**src/core/irq_pos_pkg.sv**
```systemverilog
// Constants and types shared by the interrupt positioning channel
`default_nettype none
package irq_pos_pkg;
   localparam int          NUM_CH        = 4;
   localparam int          CLK_HZ        = 20000000;
   localparam int          FREQ_MIN_HZ   = 10;
   localparam int          FREQ_MAX_HZ   = 100000;
   localparam logic [32:0] PRE_IRQ_LIMIT = 33'h1_0000_0000;
   localparam logic [15:0] BAD_SOURCE_ERROR_CODE = 16'h1a6b;
   // Register byte offsets
   localparam logic [7:0]  REG_CTRL      = 8'h00;
   localparam logic [7:0]  REG_SRC_SEL   = 8'h04;
   localparam logic [7:0]  REG_STATUS    = 8'h08;
   localparam logic [7:0]  REG_ERR_CODE  = 8'h0c;
   localparam logic [7:0]  REG_CH_BASE   = 8'h10;
   localparam logic [7:0]  REG_CH_STRIDE = 8'h08;
   localparam logic [7:0]  REG_FREQ_OFS  = 8'h04;
   // Control word field positions
   localparam int          CTRL_SEL_EN   = 0;
   localparam int          CTRL_START    = 4;
   localparam int          CTRL_USER     = 8;
   localparam int          CTRL_INVERT   = 12;
   localparam int          CTRL_FWD_LIM  = 16;
   localparam int          CTRL_REV_LIM  = 20;
   // Status word field positions
   localparam int          STAT_BUSY     = 0;
   localparam int          STAT_DONE     = 4;
   localparam int          STAT_ABEND    = 8;
   localparam int          STAT_ERR      = 12;
   // Source select field codes
   localparam logic [3:0]  SRC_USER      = 4'h8;
   localparam logic [3:0]  SRC_UNUSED    = 4'hf;
   localparam logic [15:0] SRC_SEL_RESET = 16'hffff;

   typedef enum logic [3:0] {
      S_IDLE = 4'b0001,
      S_SEEK = 4'b0010,
      S_POST = 4'b0100,
      S_STOP = 4'b1000
   } chan_state_t;

   typedef enum logic [1:0] {
      END_ABORT = 2'h0,
      END_DONE  = 2'h1,
      END_ABEND = 2'h2
   } end_kind_t;
endpackage
`default_nettype wire

```
**src/core/irq_source_sel.sv**
```systemverilog
// Interrupt source selection and polarity for one channel
`timescale 1ns/1ps
`default_nettype none
module irq_source_sel
   import irq_pos_pkg::*;
#(
   parameter int CH = 0
) (
   input  wire logic [7:0] phys_in,
   input  wire logic       user_cmd,
   input  wire logic       sel_enable,
   input  wire logic [3:0] field,
   input  wire logic       invert,
   output logic            irq_level,
   output logic            bad_source
);
   logic raw;
   logic use_user;

   ////////////////////////////////////////////////////////////////////
   // Source mux, polarity applies to physical inputs only
   always_comb begin
      raw        = 1'b0;
      use_user   = 1'b0;
      bad_source = 1'b0;
      if (!sel_enable) begin
         raw = phys_in[CH];
      end else if (field <= 4'h7) begin
         raw = phys_in[field[2:0]];
      end else if (field == SRC_USER) begin
         use_user = 1'b1;
      end else begin
         bad_source = 1'b1;
      end
      if (use_user) begin
         irq_level = user_cmd;
      end else begin
         irq_level = raw ^ invert;
      end
   end
endmodule // irq_source_sel
`default_nettype wire

```
**src/core/pulse_rate_gen.sv**
```systemverilog
// Square pulse generator driven by a phase accumulator
`timescale 1ns/1ps
`default_nettype none
module pulse_rate_gen
   import irq_pos_pkg::*;
(
   input  wire logic        clk,
   input  wire logic        rst_n,
   input  wire logic        run,
   input  wire logic [31:0] freq,
   output logic             pulse,
   output logic             pulse_done
);
   logic [31:0] acc;
   logic [31:0] next_acc;
   logic [31:0] sum;
   logic        next_pulse;

   ////////////////////////////////////////////////////////////////////
   // Two half periods per pulse; a high phase always completes
   always_comb begin
      sum        = acc + {freq[30:0], 1'b0};
      next_acc   = acc;
      next_pulse = pulse;
      pulse_done = 1'b0;
      if (!run && !pulse) begin
         next_acc = '0;
      end else if (sum >= 32'(CLK_HZ)) begin
         next_acc   = sum - 32'(CLK_HZ);
         next_pulse = !pulse;
         pulse_done = pulse;
      end else begin
         next_acc = sum;
      end
   end

   // State registers
   always_ff @(posedge clk) begin
      if (!rst_n) begin
         acc   <= '0;
         pulse <= 1'b0;
      end else begin
         acc   <= next_acc;
         pulse <= next_pulse;
      end
   end
endmodule // pulse_rate_gen
`default_nettype wire

```
**src/core/irq_positioning.sv**
```systemverilog
// Interrupt triggered positioning pulse channels with register port
//
// Summary of operation
// - Selection off: channel n uses input n
// - Selection on: nibble 0..7 picks input
// - Nibble 8 picks channel user command bit
// - Nibble 9..F at start: error, no motion
// - User command on: output count, stop
// - Invert bit flips physical input polarity
// - Invert ignored for user command source
// - Pulses at frequency, direction from sign
// - After interrupt emit count pulses, halt
// - Normal halt sets completion flag
// - Frequency clamped to 10..100000 Hz
// - Interrupt active at start: relative move
// - Operands latched at start edge only
// - Start removed: stop, no completion flag
// - 2^32 pulses without interrupt: stop, complete
// - Busy channel refuses new start
// - Limit in direction: stop, abnormal flag
// - Direction high forward, low reverse
`timescale 1ns/1ps
`default_nettype none
module irq_positioning
   import irq_pos_pkg::*;
#(
   parameter logic [32:0] PRE_LIMIT = PRE_IRQ_LIMIT
) (
   input  wire logic        CLOCK,
   input  wire logic        NRST,
   input  wire logic [7:0]  ADDR,
   input  wire logic [31:0] WDATA,
   input  wire logic        WR,
   input  wire logic        RD,
   output logic [31:0]      RDATA,
   input  wire logic [7:0]  PHYS_IN,
   output logic [3:0]       PULSE_OUT,
   output logic [3:0]       DIRECTION_OUT,
   output logic [3:0]       BUSY
);
   // Software visible state
   logic [31:0] ctrl;
   logic [31:0] next_ctrl;
   logic [15:0] src_sel;
   logic [15:0] next_src_sel;
   logic [3:0]  done_flag;
   logic [3:0]  next_done_flag;
   logic [3:0]  abend_flag;
   logic [3:0]  next_abend_flag;
   logic [3:0]  err_flag;
   logic [3:0]  next_err_flag;
   logic [15:0] err_code;
   logic [15:0] next_err_code;
   logic [31:0] count_op [NUM_CH];
   logic [31:0] next_count_op [NUM_CH];
   logic [31:0] freq_op [NUM_CH];
   logic [31:0] next_freq_op [NUM_CH];
   logic [31:0] next_rdata;
   // Per channel events and busy
   logic [3:0]  ev_done;
   logic [3:0]  ev_abend;
   logic [3:0]  ev_err;
   logic [3:0]  busy_int;

   // Byte offset of a channel operand word
   function automatic logic [7:0] ch_addr(input int ch, input logic [7:0] ofs);
      ch_addr = REG_CH_BASE + 8'(ch) * REG_CH_STRIDE + ofs;
   endfunction

   ////////////////////////////////////////////////////////////////////
   // Register write and sticky flag update, set wins over clear
   always_comb begin
      next_ctrl       = ctrl;
      next_src_sel    = src_sel;
      next_done_flag  = done_flag;
      next_abend_flag = abend_flag;
      next_err_flag   = err_flag;
      next_err_code   = err_code;
      for (int c = 0; c < NUM_CH; c++) begin
         next_count_op[c] = count_op[c];
         next_freq_op[c]  = freq_op[c];
      end
      if (WR) begin
         if (ADDR == REG_CTRL) begin
            next_ctrl = {8'h00, WDATA[23:0]};
         end
         if (ADDR == REG_SRC_SEL) begin
            next_src_sel = WDATA[15:0];
         end
         if (ADDR == REG_STATUS) begin
            next_done_flag  = done_flag & ~WDATA[STAT_DONE +: 4];
            next_abend_flag = abend_flag & ~WDATA[STAT_ABEND +: 4];
            next_err_flag   = err_flag & ~WDATA[STAT_ERR +: 4];
         end
         for (int c = 0; c < NUM_CH; c++) begin
            if (ADDR == ch_addr(c, 8'h00)) begin
               next_count_op[c] = WDATA;
            end
            if (ADDR == ch_addr(c, REG_FREQ_OFS)) begin
               next_freq_op[c] = WDATA;
            end
         end
      end
      next_done_flag  = next_done_flag | ev_done;
      next_abend_flag = next_abend_flag | ev_abend;
      next_err_flag   = next_err_flag | ev_err;
      if (|ev_err) begin
         next_err_code = BAD_SOURCE_ERROR_CODE;
      end
   end

   // Read mux, unmapped offsets read zero
   always_comb begin
      next_rdata = 32'h0000_0000;
      case (ADDR)
         REG_CTRL:     next_rdata = ctrl;
         REG_SRC_SEL:  next_rdata = {16'h0000, src_sel};
         REG_STATUS:   next_rdata = {16'h0000, err_flag, abend_flag, done_flag, busy_int};
         REG_ERR_CODE: next_rdata = {16'h0000, err_code};
         default: begin
            for (int c = 0; c < NUM_CH; c++) begin
               if (ADDR == ch_addr(c, 8'h00)) begin
                  next_rdata = count_op[c];
               end
               if (ADDR == ch_addr(c, REG_FREQ_OFS)) begin
                  next_rdata = freq_op[c];
               end
            end
         end
      endcase
   end

   // Register file flops
   always_ff @(posedge CLOCK) begin
      if (!NRST) begin
         ctrl       <= 32'h0000_0000;
         src_sel    <= SRC_SEL_RESET;
         done_flag  <= 4'h0;
         abend_flag <= 4'h0;
         err_flag   <= 4'h0;
         err_code   <= 16'h0000;
         RDATA      <= 32'h0000_0000;
         for (int c = 0; c < NUM_CH; c++) begin
            count_op[c] <= 32'h0000_0000;
            freq_op[c]  <= 32'h0000_0000;
         end
      end else begin
         ctrl       <= next_ctrl;
         src_sel    <= next_src_sel;
         done_flag  <= next_done_flag;
         abend_flag <= next_abend_flag;
         err_flag   <= next_err_flag;
         err_code   <= next_err_code;
         RDATA      <= RD ? next_rdata : 32'h0000_0000;
         for (int c = 0; c < NUM_CH; c++) begin
            count_op[c] <= next_count_op[c];
            freq_op[c]  <= next_freq_op[c];
         end
      end
   end

   ////////////////////////////////////////////////////////////////////
   // One positioning engine per channel
   for (genvar ch = 0; ch < NUM_CH; ch++) begin : g_ch
      chan_state_t state;
      chan_state_t next_state;
      end_kind_t   kind;
      end_kind_t   next_kind;
      logic        start;
      logic        start_prev;
      logic        irq_level;
      logic        irq_prev;
      logic        bad_source;
      logic        pulse;
      logic        pulse_done;
      logic        dir;
      logic        next_dir;
      logic [31:0] freq_l;
      logic [31:0] next_freq_l;
      logic [31:0] target;
      logic [31:0] next_target;
      logic [31:0] post_cnt;
      logic [31:0] next_post_cnt;
      logic [32:0] pre_cnt;
      logic [32:0] next_pre_cnt;
      logic        limit_hit;

      assign start = ctrl[CTRL_START + ch];

      irq_source_sel #(.CH(ch)) u_sel (
         .phys_in    (PHYS_IN),
         .user_cmd   (ctrl[CTRL_USER + ch]),
         .sel_enable (ctrl[CTRL_SEL_EN]),
         .field      (src_sel[4*ch +: 4]),
         .invert     (ctrl[CTRL_INVERT + ch]),
         .irq_level  (irq_level),
         .bad_source (bad_source)
      );

      pulse_rate_gen u_gen (
         .clk        (CLOCK),
         .rst_n      (NRST),
         .run        (state == S_SEEK || state == S_POST),
         .freq       (freq_l),
         .pulse      (pulse),
         .pulse_done (pulse_done)
      );

      // Limit in the direction of travel
      assign limit_hit = dir ? ctrl[CTRL_FWD_LIM + ch] : ctrl[CTRL_REV_LIM + ch];

      // Channel sequencer
      always_comb begin
         next_state    = state;
         next_kind     = kind;
         next_dir      = dir;
         next_freq_l   = freq_l;
         next_target   = target;
         next_post_cnt = post_cnt;
         next_pre_cnt  = pre_cnt;
         ev_done[ch]   = 1'b0;
         ev_abend[ch]  = 1'b0;
         ev_err[ch]    = 1'b0;
         case (state)
            S_IDLE: begin
               if (start && !start_prev) begin
                  if (bad_source) begin
                     ev_err[ch] = 1'b1;
                  end else begin
                     next_dir    = !count_op[ch][31];
                     next_target = count_op[ch][31] ? -count_op[ch] : count_op[ch];
                     if (freq_op[ch] > 32'(FREQ_MAX_HZ)) begin
                        next_freq_l = 32'(FREQ_MAX_HZ);
                     end else if (freq_op[ch] < 32'(FREQ_MIN_HZ)) begin
                        next_freq_l = 32'(FREQ_MIN_HZ);
                     end else begin
                        next_freq_l = freq_op[ch];
                     end
                     next_post_cnt = 32'h0000_0000;
                     next_pre_cnt  = 33'h0_0000_0000;
                     next_state    = irq_level ? S_POST : S_SEEK;
                  end
               end
            end
            S_SEEK: begin
               if (pulse_done) begin
                  next_pre_cnt = pre_cnt + 33'h0_0000_0001;
               end
               if (!start) begin
                  next_kind  = END_ABORT;
                  next_state = S_STOP;
               end else if (limit_hit) begin
                  next_kind  = END_ABEND;
                  next_state = S_STOP;
               end else if (pulse_done && pre_cnt + 33'h0_0000_0001 >= PRE_LIMIT) begin
                  next_kind  = END_DONE;
                  next_state = S_STOP;
               end else if (irq_level && !irq_prev) begin
                  next_state = S_POST;
               end
            end
            S_POST: begin
               if (pulse_done) begin
                  next_post_cnt = post_cnt + 32'h0000_0001;
               end
               if (!start) begin
                  next_kind  = END_ABORT;
                  next_state = S_STOP;
               end else if (limit_hit) begin
                  next_kind  = END_ABEND;
                  next_state = S_STOP;
               end else if (post_cnt >= target ||
                            (pulse_done && post_cnt + 32'h0000_0001 >= target)) begin
                  next_kind  = END_DONE;
                  next_state = S_STOP;
               end
            end
            S_STOP: begin
               if (!pulse) begin
                  ev_done[ch]  = (kind == END_DONE);
                  ev_abend[ch] = (kind == END_ABEND);
                  next_state   = S_IDLE;
               end
            end
            default: begin
               next_state = S_IDLE;
            end
         endcase
      end

      // Channel flops
      always_ff @(posedge CLOCK) begin
         if (!NRST) begin
            state      <= S_IDLE;
            kind       <= END_ABORT;
            start_prev <= 1'b0;
            irq_prev   <= 1'b0;
            dir        <= 1'b0;
            freq_l     <= 32'h0000_0000;
            target     <= 32'h0000_0000;
            post_cnt   <= 32'h0000_0000;
            pre_cnt    <= 33'h0_0000_0000;
         end else begin
            state      <= next_state;
            kind       <= next_kind;
            start_prev <= start;
            irq_prev   <= irq_level;
            dir        <= next_dir;
            freq_l     <= next_freq_l;
            target     <= next_target;
            post_cnt   <= next_post_cnt;
            pre_cnt    <= next_pre_cnt;
         end
      end

      assign busy_int[ch]  = (state != S_IDLE);
      assign PULSE_OUT[ch] = pulse;
   end

   ////////////////////////////////////////////////////////////////////
   // Direction and busy pins
   always_ff @(posedge CLOCK) begin
      if (!NRST) begin
         DIRECTION_OUT <= 4'h0;
         BUSY          <= 4'h0;
      end else begin
         for (int c = 0; c < NUM_CH; c++) begin
            DIRECTION_OUT[c] <= (c == 0) ? g_ch[0].next_dir :
                                (c == 1) ? g_ch[1].next_dir :
                                (c == 2) ? g_ch[2].next_dir : g_ch[3].next_dir;
         end
         BUSY <= {g_ch[3].next_state != S_IDLE, g_ch[2].next_state != S_IDLE,
                  g_ch[1].next_state != S_IDLE, g_ch[0].next_state != S_IDLE};
      end
   end
endmodule // irq_positioning
`default_nettype wire

```
**config.mk**
```make
export PLATFORM = sky130hd
export DESIGN_NAME = irq_positioning
export DESIGN_NICKNAME = d
export VERILOG_FILES = /design/src/core/irq_pos_pkg.sv /design/src/core/irq_source_sel.sv /design/src/core/pulse_rate_gen.sv /design/src/core/irq_positioning.sv
export SDC_FILE = /design/constraint.sdc
export NUM_CORES = 2
export LEC_CHECK = 0
export ABC_AREA = 1
export BUFFER_PORTS_ARGS = -buffer_cell sky130_fd_sc_hd__buf_4
export CAP_MARGIN = 0
export CORE_ASPECT_RATIO = 1.4
export CORE_MARGIN = 2
export CORE_UTILIZATION = 40
export DETAILED_ROUTE_END_ITERATION = 12
export PLACE_DENSITY = 0.58
export SLEW_MARGIN = 30
export SYNTH_ARGS = -nofsm -noshare
export SYNTH_HDL_FRONTEND = slang
export SYNTH_SLANG_ARGS = --single-unit
```
**constraint.sdc**
```tcl
create_clock -name CLOCK -period 5.85 [get_ports CLOCK]
set_input_delay 0 -clock CLOCK [delete_from_list [all_inputs] [get_ports CLOCK]]
set_output_delay 0 -clock CLOCK [all_outputs]
set_load 0.005 [all_outputs]
```
# ---- Word level (Yosys, flattened, before mapping)
# Memory sizes are Yosys's and may differ from the RTL's.
# Cells that the tools add are included.
dict set report totals {
  in_bits 52
  out_inout_bits 44
  n_memories 2
  register_bits 773
  mem_bits_rw 256
}
# name words word_bits rd rd_clocked_by_memory_dff write_ports line_no
set mem_list {}
lappend mem_list {count_op 4 32 4 0 4 irq_positioning.sv:54} ;# logic [31:0] count_op [NUM_CH];
lappend mem_list {freq_op 4 32 4 0 4 irq_positioning.sv:56} ;# logic [31:0] freq_op [NUM_CH];
dict set report op_classes {
  muxes 255
  n_lt_le_gt_ge 32
  n_reduce_logical 89
  bitwise 30
  add_sub_neg 20
  n_eq_ne 71
}
# op n
set op_table {}
lappend op_table {{$mux W32} 44}
lappend op_table {{$mux W33} 12}
lappend op_table {{$pmux W33 S2} 4}
lappend op_table {{$ge A32 B32 Y1} 8}
lappend op_table {{$mux W128} 2}
lappend op_table {{$pmux W32 S2} 4}
lappend op_table {{$mux W31} 8}
lappend op_table {{$mux W4} 46}
lappend op_table {{$add A33 B1 Y33 const B} 4}
lappend op_table {{$ge A33 B33 Y1 const B} 4}
lappend op_table {{$add A32 B1 Y32 const B} 4}
lappend op_table {{$add A32 B32 Y32} 4}
lappend op_table {{$ge A32 B25 Y1 const B} 4}
lappend op_table {{$gt A32 B17 Y1 const B} 4}
lappend op_table {{$lt A32 B4 Y1 const B} 4}
lappend op_table {{$neg A32 Y32} 4}
lappend op_table {{$pmux W32 S4} 1}
lappend op_table {{$sub A32 B25 Y32 const B} 4}
lappend op_table {{$mux W1} 94}
lappend op_table {{$pmux W4 S4} 4}
lappend op_table {{$mux W2} 24}
lappend op_table {{$eq A4 B4 Y1 const B} 8}
lappend op_table {{$eq A8 B5 Y1 const B} 4}
lappend op_table {{$eq A8 B6 Y1 const B} 4}
lappend op_table {{31 further kinds} 194}

# ---- Longest topological paths before layout
dict set report logic_depth {
  ltp_word 13
  depth_mapped 32
}

# ---- Cells and area by module
# A second synthesis with hierarchy kept.
dict set report hier_totals {
  hier_cells 10710
  hier_area_um2 68644.6
}
# module seq_area_each_um2 area_each_um2 cells_each instances
set modules_own_cells {}
lappend modules_own_cells {irq_positioning 17957.2 48276.3 6997 1}
lappend modules_own_cells {{pulse_rate_gen at g_ch[0].u_gen ...} 640.6 5016.1 895 3}
lappend modules_own_cells {{pulse_rate_gen at g_ch[3].u_gen} 640.6 4749.6 896 1}
lappend modules_own_cells {irq_source_sel 0.0 142.6 33 4}

# ---- Worst setup path before layout
# No wires, ideal clock.
dict set report synth_timing {
  path_type {register -> register}
  startpoint {register g_ch[0].post_cnt[0]}
  endpoint {register g_ch[0].kind[1]}
  required_time_ns 5.786
  period_less_slack_ns 3.698
  n_path_buf 0
  slack_ns 2.152
  stages_incl_launch_ff 31
  setup_ns 0.064
  t_arrival_ns 3.634
  path_cell_list {dfxtp_1 -> ha_1 -> nand2_1 -> inv_1 -> nand3_1 -> nor2_2 -> nand3_1 -> nor3_2 -> nand3_1 -> nor2_2 -> nand3_1 -> nor2_2 -> nand3_1 -> nor2_1 -> nand2_1 -> xor2_1 -> inv_1 -> ha_1 -> nand2_1 -> inv_1 -> nand3_1 -> nor3_1 -> and3_1 -> nand4_1 -> nand3_1 -> nand3_1 -> nand3_1 -> inv_1 -> nor2_1 -> nor2_1 -> nor2_1}
}
dict set report synth_via {
  elab_chain_len 6
}
# element line_no
set synth_lines {}
lappend synth_lines {{start, declared} irq_positioning.sv:182} ;# logic [31:0] post_cnt;
lappend synth_lines {{start signal, assigned} irq_positioning.sv:311} ;# post_cnt <= next_post_cnt;
lappend synth_lines {{$add A32 B1 Y32} irq_positioning.sv:273} ;# (pulse_done && post_cnt + 32'h0000_0001 >= target)) begin
lappend synth_lines {{$ge A32 B32 Y1} irq_positioning.sv:273}
lappend synth_lines {{$logic_and A1 B1 Y1} irq_positioning.sv:273}
lappend synth_lines {{$logic_or A1 B1 Y1 (*)} irq_positioning.sv:272} ;# end else if (post_cnt >= target ||
lappend synth_lines {{$ne A4 B3 Y1 (no line) (*)} n/a}
lappend synth_lines {{$reduce_and A3 Y1 (no line) (*)} n/a}
lappend synth_lines {{end signal, assigned} irq_positioning.sv:305} ;# kind <= next_kind;
lappend synth_lines {{end, declared} irq_positioning.sv:167} ;# end_kind_t kind;
# Mark *: on every way between the ends. The rest lies on a longest branch, timed or not.
# A chain may end at the register's enable or synchronous reset.

# ---- Worst setup path after layout
dict set report layout_timing {
  startpoint {register g_ch[1].freq_l[0]}
  endpoint {register g_ch[1].pre_cnt[6]}
}
dict set report layout_via {
  elab_chain_len 6
}
# element line_no
set layout_lines {}
lappend layout_lines {{start, declared} irq_positioning.sv:178} ;# logic [31:0] freq_l;
lappend layout_lines {{start signal, assigned} irq_positioning.sv:309} ;# freq_l <= next_freq_l;
lappend layout_lines {{$add A32 B32 Y32} pulse_rate_gen.sv:22} ;# sum = acc + {freq[30:0], 1'b0};
lappend layout_lines {{$ge A32 B25 Y1} pulse_rate_gen.sv:28} ;# end else if (sum >= 32'(CLK_HZ)) begin
lappend layout_lines {{$mux W1} pulse_rate_gen.sv:28}
lappend layout_lines {{$mux W1} pulse_rate_gen.sv:26} ;# if (!run && !pulse) begin
lappend layout_lines {{$ne A2 B2 Y1 (no line)} n/a}
lappend layout_lines {{$reduce_and A4 Y1 (no line)} n/a}
lappend layout_lines {{end signal, assigned} irq_positioning.sv:312} ;# pre_cnt <= next_pre_cnt;
lappend layout_lines {{end, declared} irq_positioning.sv:184} ;# logic [32:0] pre_cnt;
# No other way between the ends.

==> flow_metrics.py <==
metrics = {
    "yosys": {
        "yosysTopAreaCellShare_pct": 31.5,
        "synth_fp_nets": 10400,
        "synth-edff-count": 0,
        "synthAdderAreaFrac_pct": 7.69,
        "synthMuxAreaShare_pct": 0.0154,
        "async_flop_share_pct": 0,
        "yosys.area_share.simple_pct": 29.4,
        "ys.flop_type": "dfxtp_1",
        "ys_warn_count": 0,
        "synth_compound_area_share_pct": 16.2,
        "yosysMostFrequentCell": "nand2_1",
        "ys_top_cells_by_count": "nand2_1, inv_1, dfxtp_1",
        "ys_seq_area_share_pct": 31.5,
        "ys_ff_latch": 1021,
        "synth_largest_area_cell": "dfxtp_1",
        "yosys-top-cells-area": "dfxtp_1, nand2_1, inv_1, a21oi_1, ha_1",
        "syn_area_mm2": 0.0649,
        "synth_top_family_by_area": "simple AND/OR/NAND/NOR gates",
        "synth.distinct_cells": 69,
        "syn-mean-instance-area_um2": 6.53,
        "netlist_instances": 9926,
        "synth_xor_area_share_pct": 4.27,
    },
    "pwr": {
        "irDropWorstVdd_mv": 0.235,
        "powerDensity_mw_per_mm2": 207,
        "power_frac_seq_pct": 47.2,
        "power.share.clock_pct": 50.0,
        "switching_share_pct": 23.8,
        "p_leak_nw": 30.7,
        "p_switching_w": 0.00352,
        "internal_power_w": 0.0112,
        "p_total_w": 0.0148,
        "combPwrFrac_pct": 2.9,
    },
    "timing": {
        "max_slew_margin_pct": 23.1,
        "worst_slew_pin_slew_ps": 1150,
        "period_minus_slack_ps": 4690,
        "finalCritPeriodShare_pct": 80.2,
        "timing.final.ws_setup_ps": 1160,
        "clock_skew_ps": 40.8,
        "fin_hold_ws_ps": 50.8,
        "finalSetupViolations": 0,
        "fmax_mhz": 213,
        "tns_ps": 0,
        "rsz0062_at_grt": "false",
        "maxSlewViolCount": 0,
        "hold_viol": 0,
    },
    "cells_and_area": {
        "drive_gt1_share_pct": 5.18,
        "syn_to_final_growth_pct": 10.1,
        "fin_nets": 10300,
    },
    "route": {
        "wl_met1_um": 87900,
        "ant_nets": 0,
        "drc": 0,
        "wirelength_um": 221000,
        "drt_first_pass_iters": 6,
        "viasPerCell": 5.36,
        "top_layer_used": "met5",
        "dr_total_vias": 64700,
        "wl_per_cell_um": 18.3,
        "met2WireLength_um": 109000,
        "wl_met3_um": 13300,
        "drtIter0Drc": 4914,
    },
    "cts": {
        "htreeDepth": 3,
        "cts_setup_buffers": 0,
        "root_buffer": "clkbuf_16",
        "cts_buffers": 108,
        "clkTransAtPathRegs_ps": 60,
        "clock_path_buffers": 3,
        "worstSkewPairLatency_ps": 790,
        "cts_tree": "yes",
        "clock_sinks": 1021,
    },
    "job": {
        "drv_cap": 0,
    },
    "grt": {
        "grt_max_degree": 83,
        "grt_overflow": 0,
        "grt_pass1_wl_um": 342000,
        "grt_pass1_vias": 61600,
        "grt_usage_pct": 26.1,
        "antenna_found_initial": 17,
    },
    "die": {
        "fp.dieW_um": 344,
        "ios": 96,
        "coreArea_mm2": 0.161,
        "fp.dieArea_mm2": 0.165,
        "die_h_um": 480,
        "start_util_pct": 40.3,
        "row_count": 174,
    },
    "setup_path": {
        "cp.required_ps": 6510,
        "arrival_ps": 5350,
        "rrSetupSlack_ps": 1160,
        "critPathLaunchType": "flop",
        "cp_max_fo": 31,
        "endpoint_kind": "flop",
        "worstSetupPathType": "flop to flop",
    },
    "hold_path": {
        "hp-class": "input pin to flop",
    },
    "outcome": {
        "status": "finished clean",
    },
    "place": {
        "portBuffers": 95,
        "post-place-ws_ps": 1170,
        "globalplace.congestion": 0.983,
        "hpwl_um": 167000,
    },
}
metal layers:
metal | vias up | global-route usage, %
li1 | 32300 | -
met1 | 30000 | 30.2
met2 | 1852 | 46.6
met3 | 529 | 3.95
met4 | 14 | 12.2
met5 | - | 0
flip-flops by register name, indices dropped and copies added, names as in the netlist:
name,count
err_code,1
g_ch.freq_l,124
DIRECTION_OUT,3
BUSY,4
g_ch.dir,1
src_sel,16
freq_op,128
g_ch.state,16
g_ch.target,128
RDATA,32
g_ch.start_prev,4
g_ch.post_cnt,128
done_flag,4
g_ch.pre_cnt,132
g_ch.u_gen.acc,124
count_op,128
g_ch.kind,8
g_ch.u_gen.pulse,4
abend_flag,4
g_ch.irq_prev,4
err_flag,4
ctrl,24
path summary, 6_finish.rpt:
path | startpoint | cells after the start | end
setup / recovery | g_ch[1].freq_l[0] | 25 | g_ch[1].pre_cnt[6]
setup reg to reg | g_ch[1].freq_l[0] | 25 | g_ch[1].pre_cnt[6]
hold reg to reg | g_ch[3].freq_l[22] | 2 | g_ch[3].freq_l[22]
hold / removal | PHYS_IN[3] | 8 | g_ch[3].irq_prev
area by class of cell:
cell class	count	area [um^2]
diodes	3	7.51
multi-input cells	7073	37400
clock buffers	150	3080
well taps	2112	2640
inverters	1470	5530
fillers	16800	89500
repair buffers	205	1650
flip-flops and latches	1021	20400
clock inverters	50	688
cells by family after synthesis:
| logic type | Yosys count |
|---|---|
| compound gates | 1906 |
| simple gates | 4458 |
| mux | 1 |
| xor+xnor | 312 |
| fa+ha+maj | 396 |
| flops | 1021 |
| buf+inv | 1832 |
cell usage in the layout (no fill, tap or decap), drive strengths merged, types with 7 or more instances in the layout:
cell type,instances
ha,392
o31ai,16
and2,16
and3,10
nor3,202
o2111ai,16
o22ai,33
xor2,233
buf,161
o211ai,77
clkinv,47
nand2,2302
nand3b,26
a31oi,24
xnor2,79
a21o,10
dlygate4sd3,43
a21oi,981
nand4,168
clkbuf,151
inv,1456
bufinv,11
a211oi,38
a221oi,35
o21ai,577
a41oi,7
o221ai,41
o21bai,11
or2,17
nor4,70
nand3,657
dfxtp,1021
nor2,979
o21a,18
critical path: stages (launching register included):
cell and delay, ps:
dfxtp_1 350, ha_1 220, inv_1 70, fa_1 410, inv_1 120, nand3_1 70, nand3_1 230, nand2_1 90
nand2_1 100, xor2_1 240, inv_1 100, ha_1 210, nor2_1 140, nand3_1 110, nand3_1 150, nand2_1 90
nand2_1 130, nand3_2 100, nand3_4 270, nand3_2 110, nand2_2 480, inv_2 410, nor2_2 200, nand2_1 60
nand2_1 60, nor2_1 40
stage by stage:
stage / area [um^2] / util [%] / std cells
after global placement: 67200 / 41.8 / 11800
after detailed placement: 67200 / 41.8 / 11800
after floorplan: 64900 / - / 9926
after CTS: 71400 / 44.4 / 12100
after global routing: 71400 / 44.4 / 12100
final: 71400 / 44.4 / 12100
timing repair:
item / in CTS / in global routing
hold endpoints to repair: 346 / 0
resized for setup: 0 / 0
hold buffers: 43 / 0
power by group through the flow:
stage / Combinational, W / Sequential, W / Clock [W]
2_1_floorplan: 0.000202 / 0.00712 / 0
3_3_place_gp: 0.000382 / 0.00712 / 0
3_5_place_dp: 0.000385 / 0.00712 / 0
4_1_cts: 0.000411 / 0.00697 / 0.00754
5_1_grt: 0.000445 / 0.00696 / 0.00779
6_report: 0.000422 / 0.00697 / 0.00738
Note: power is estimated with default switching activity, not from simulation.
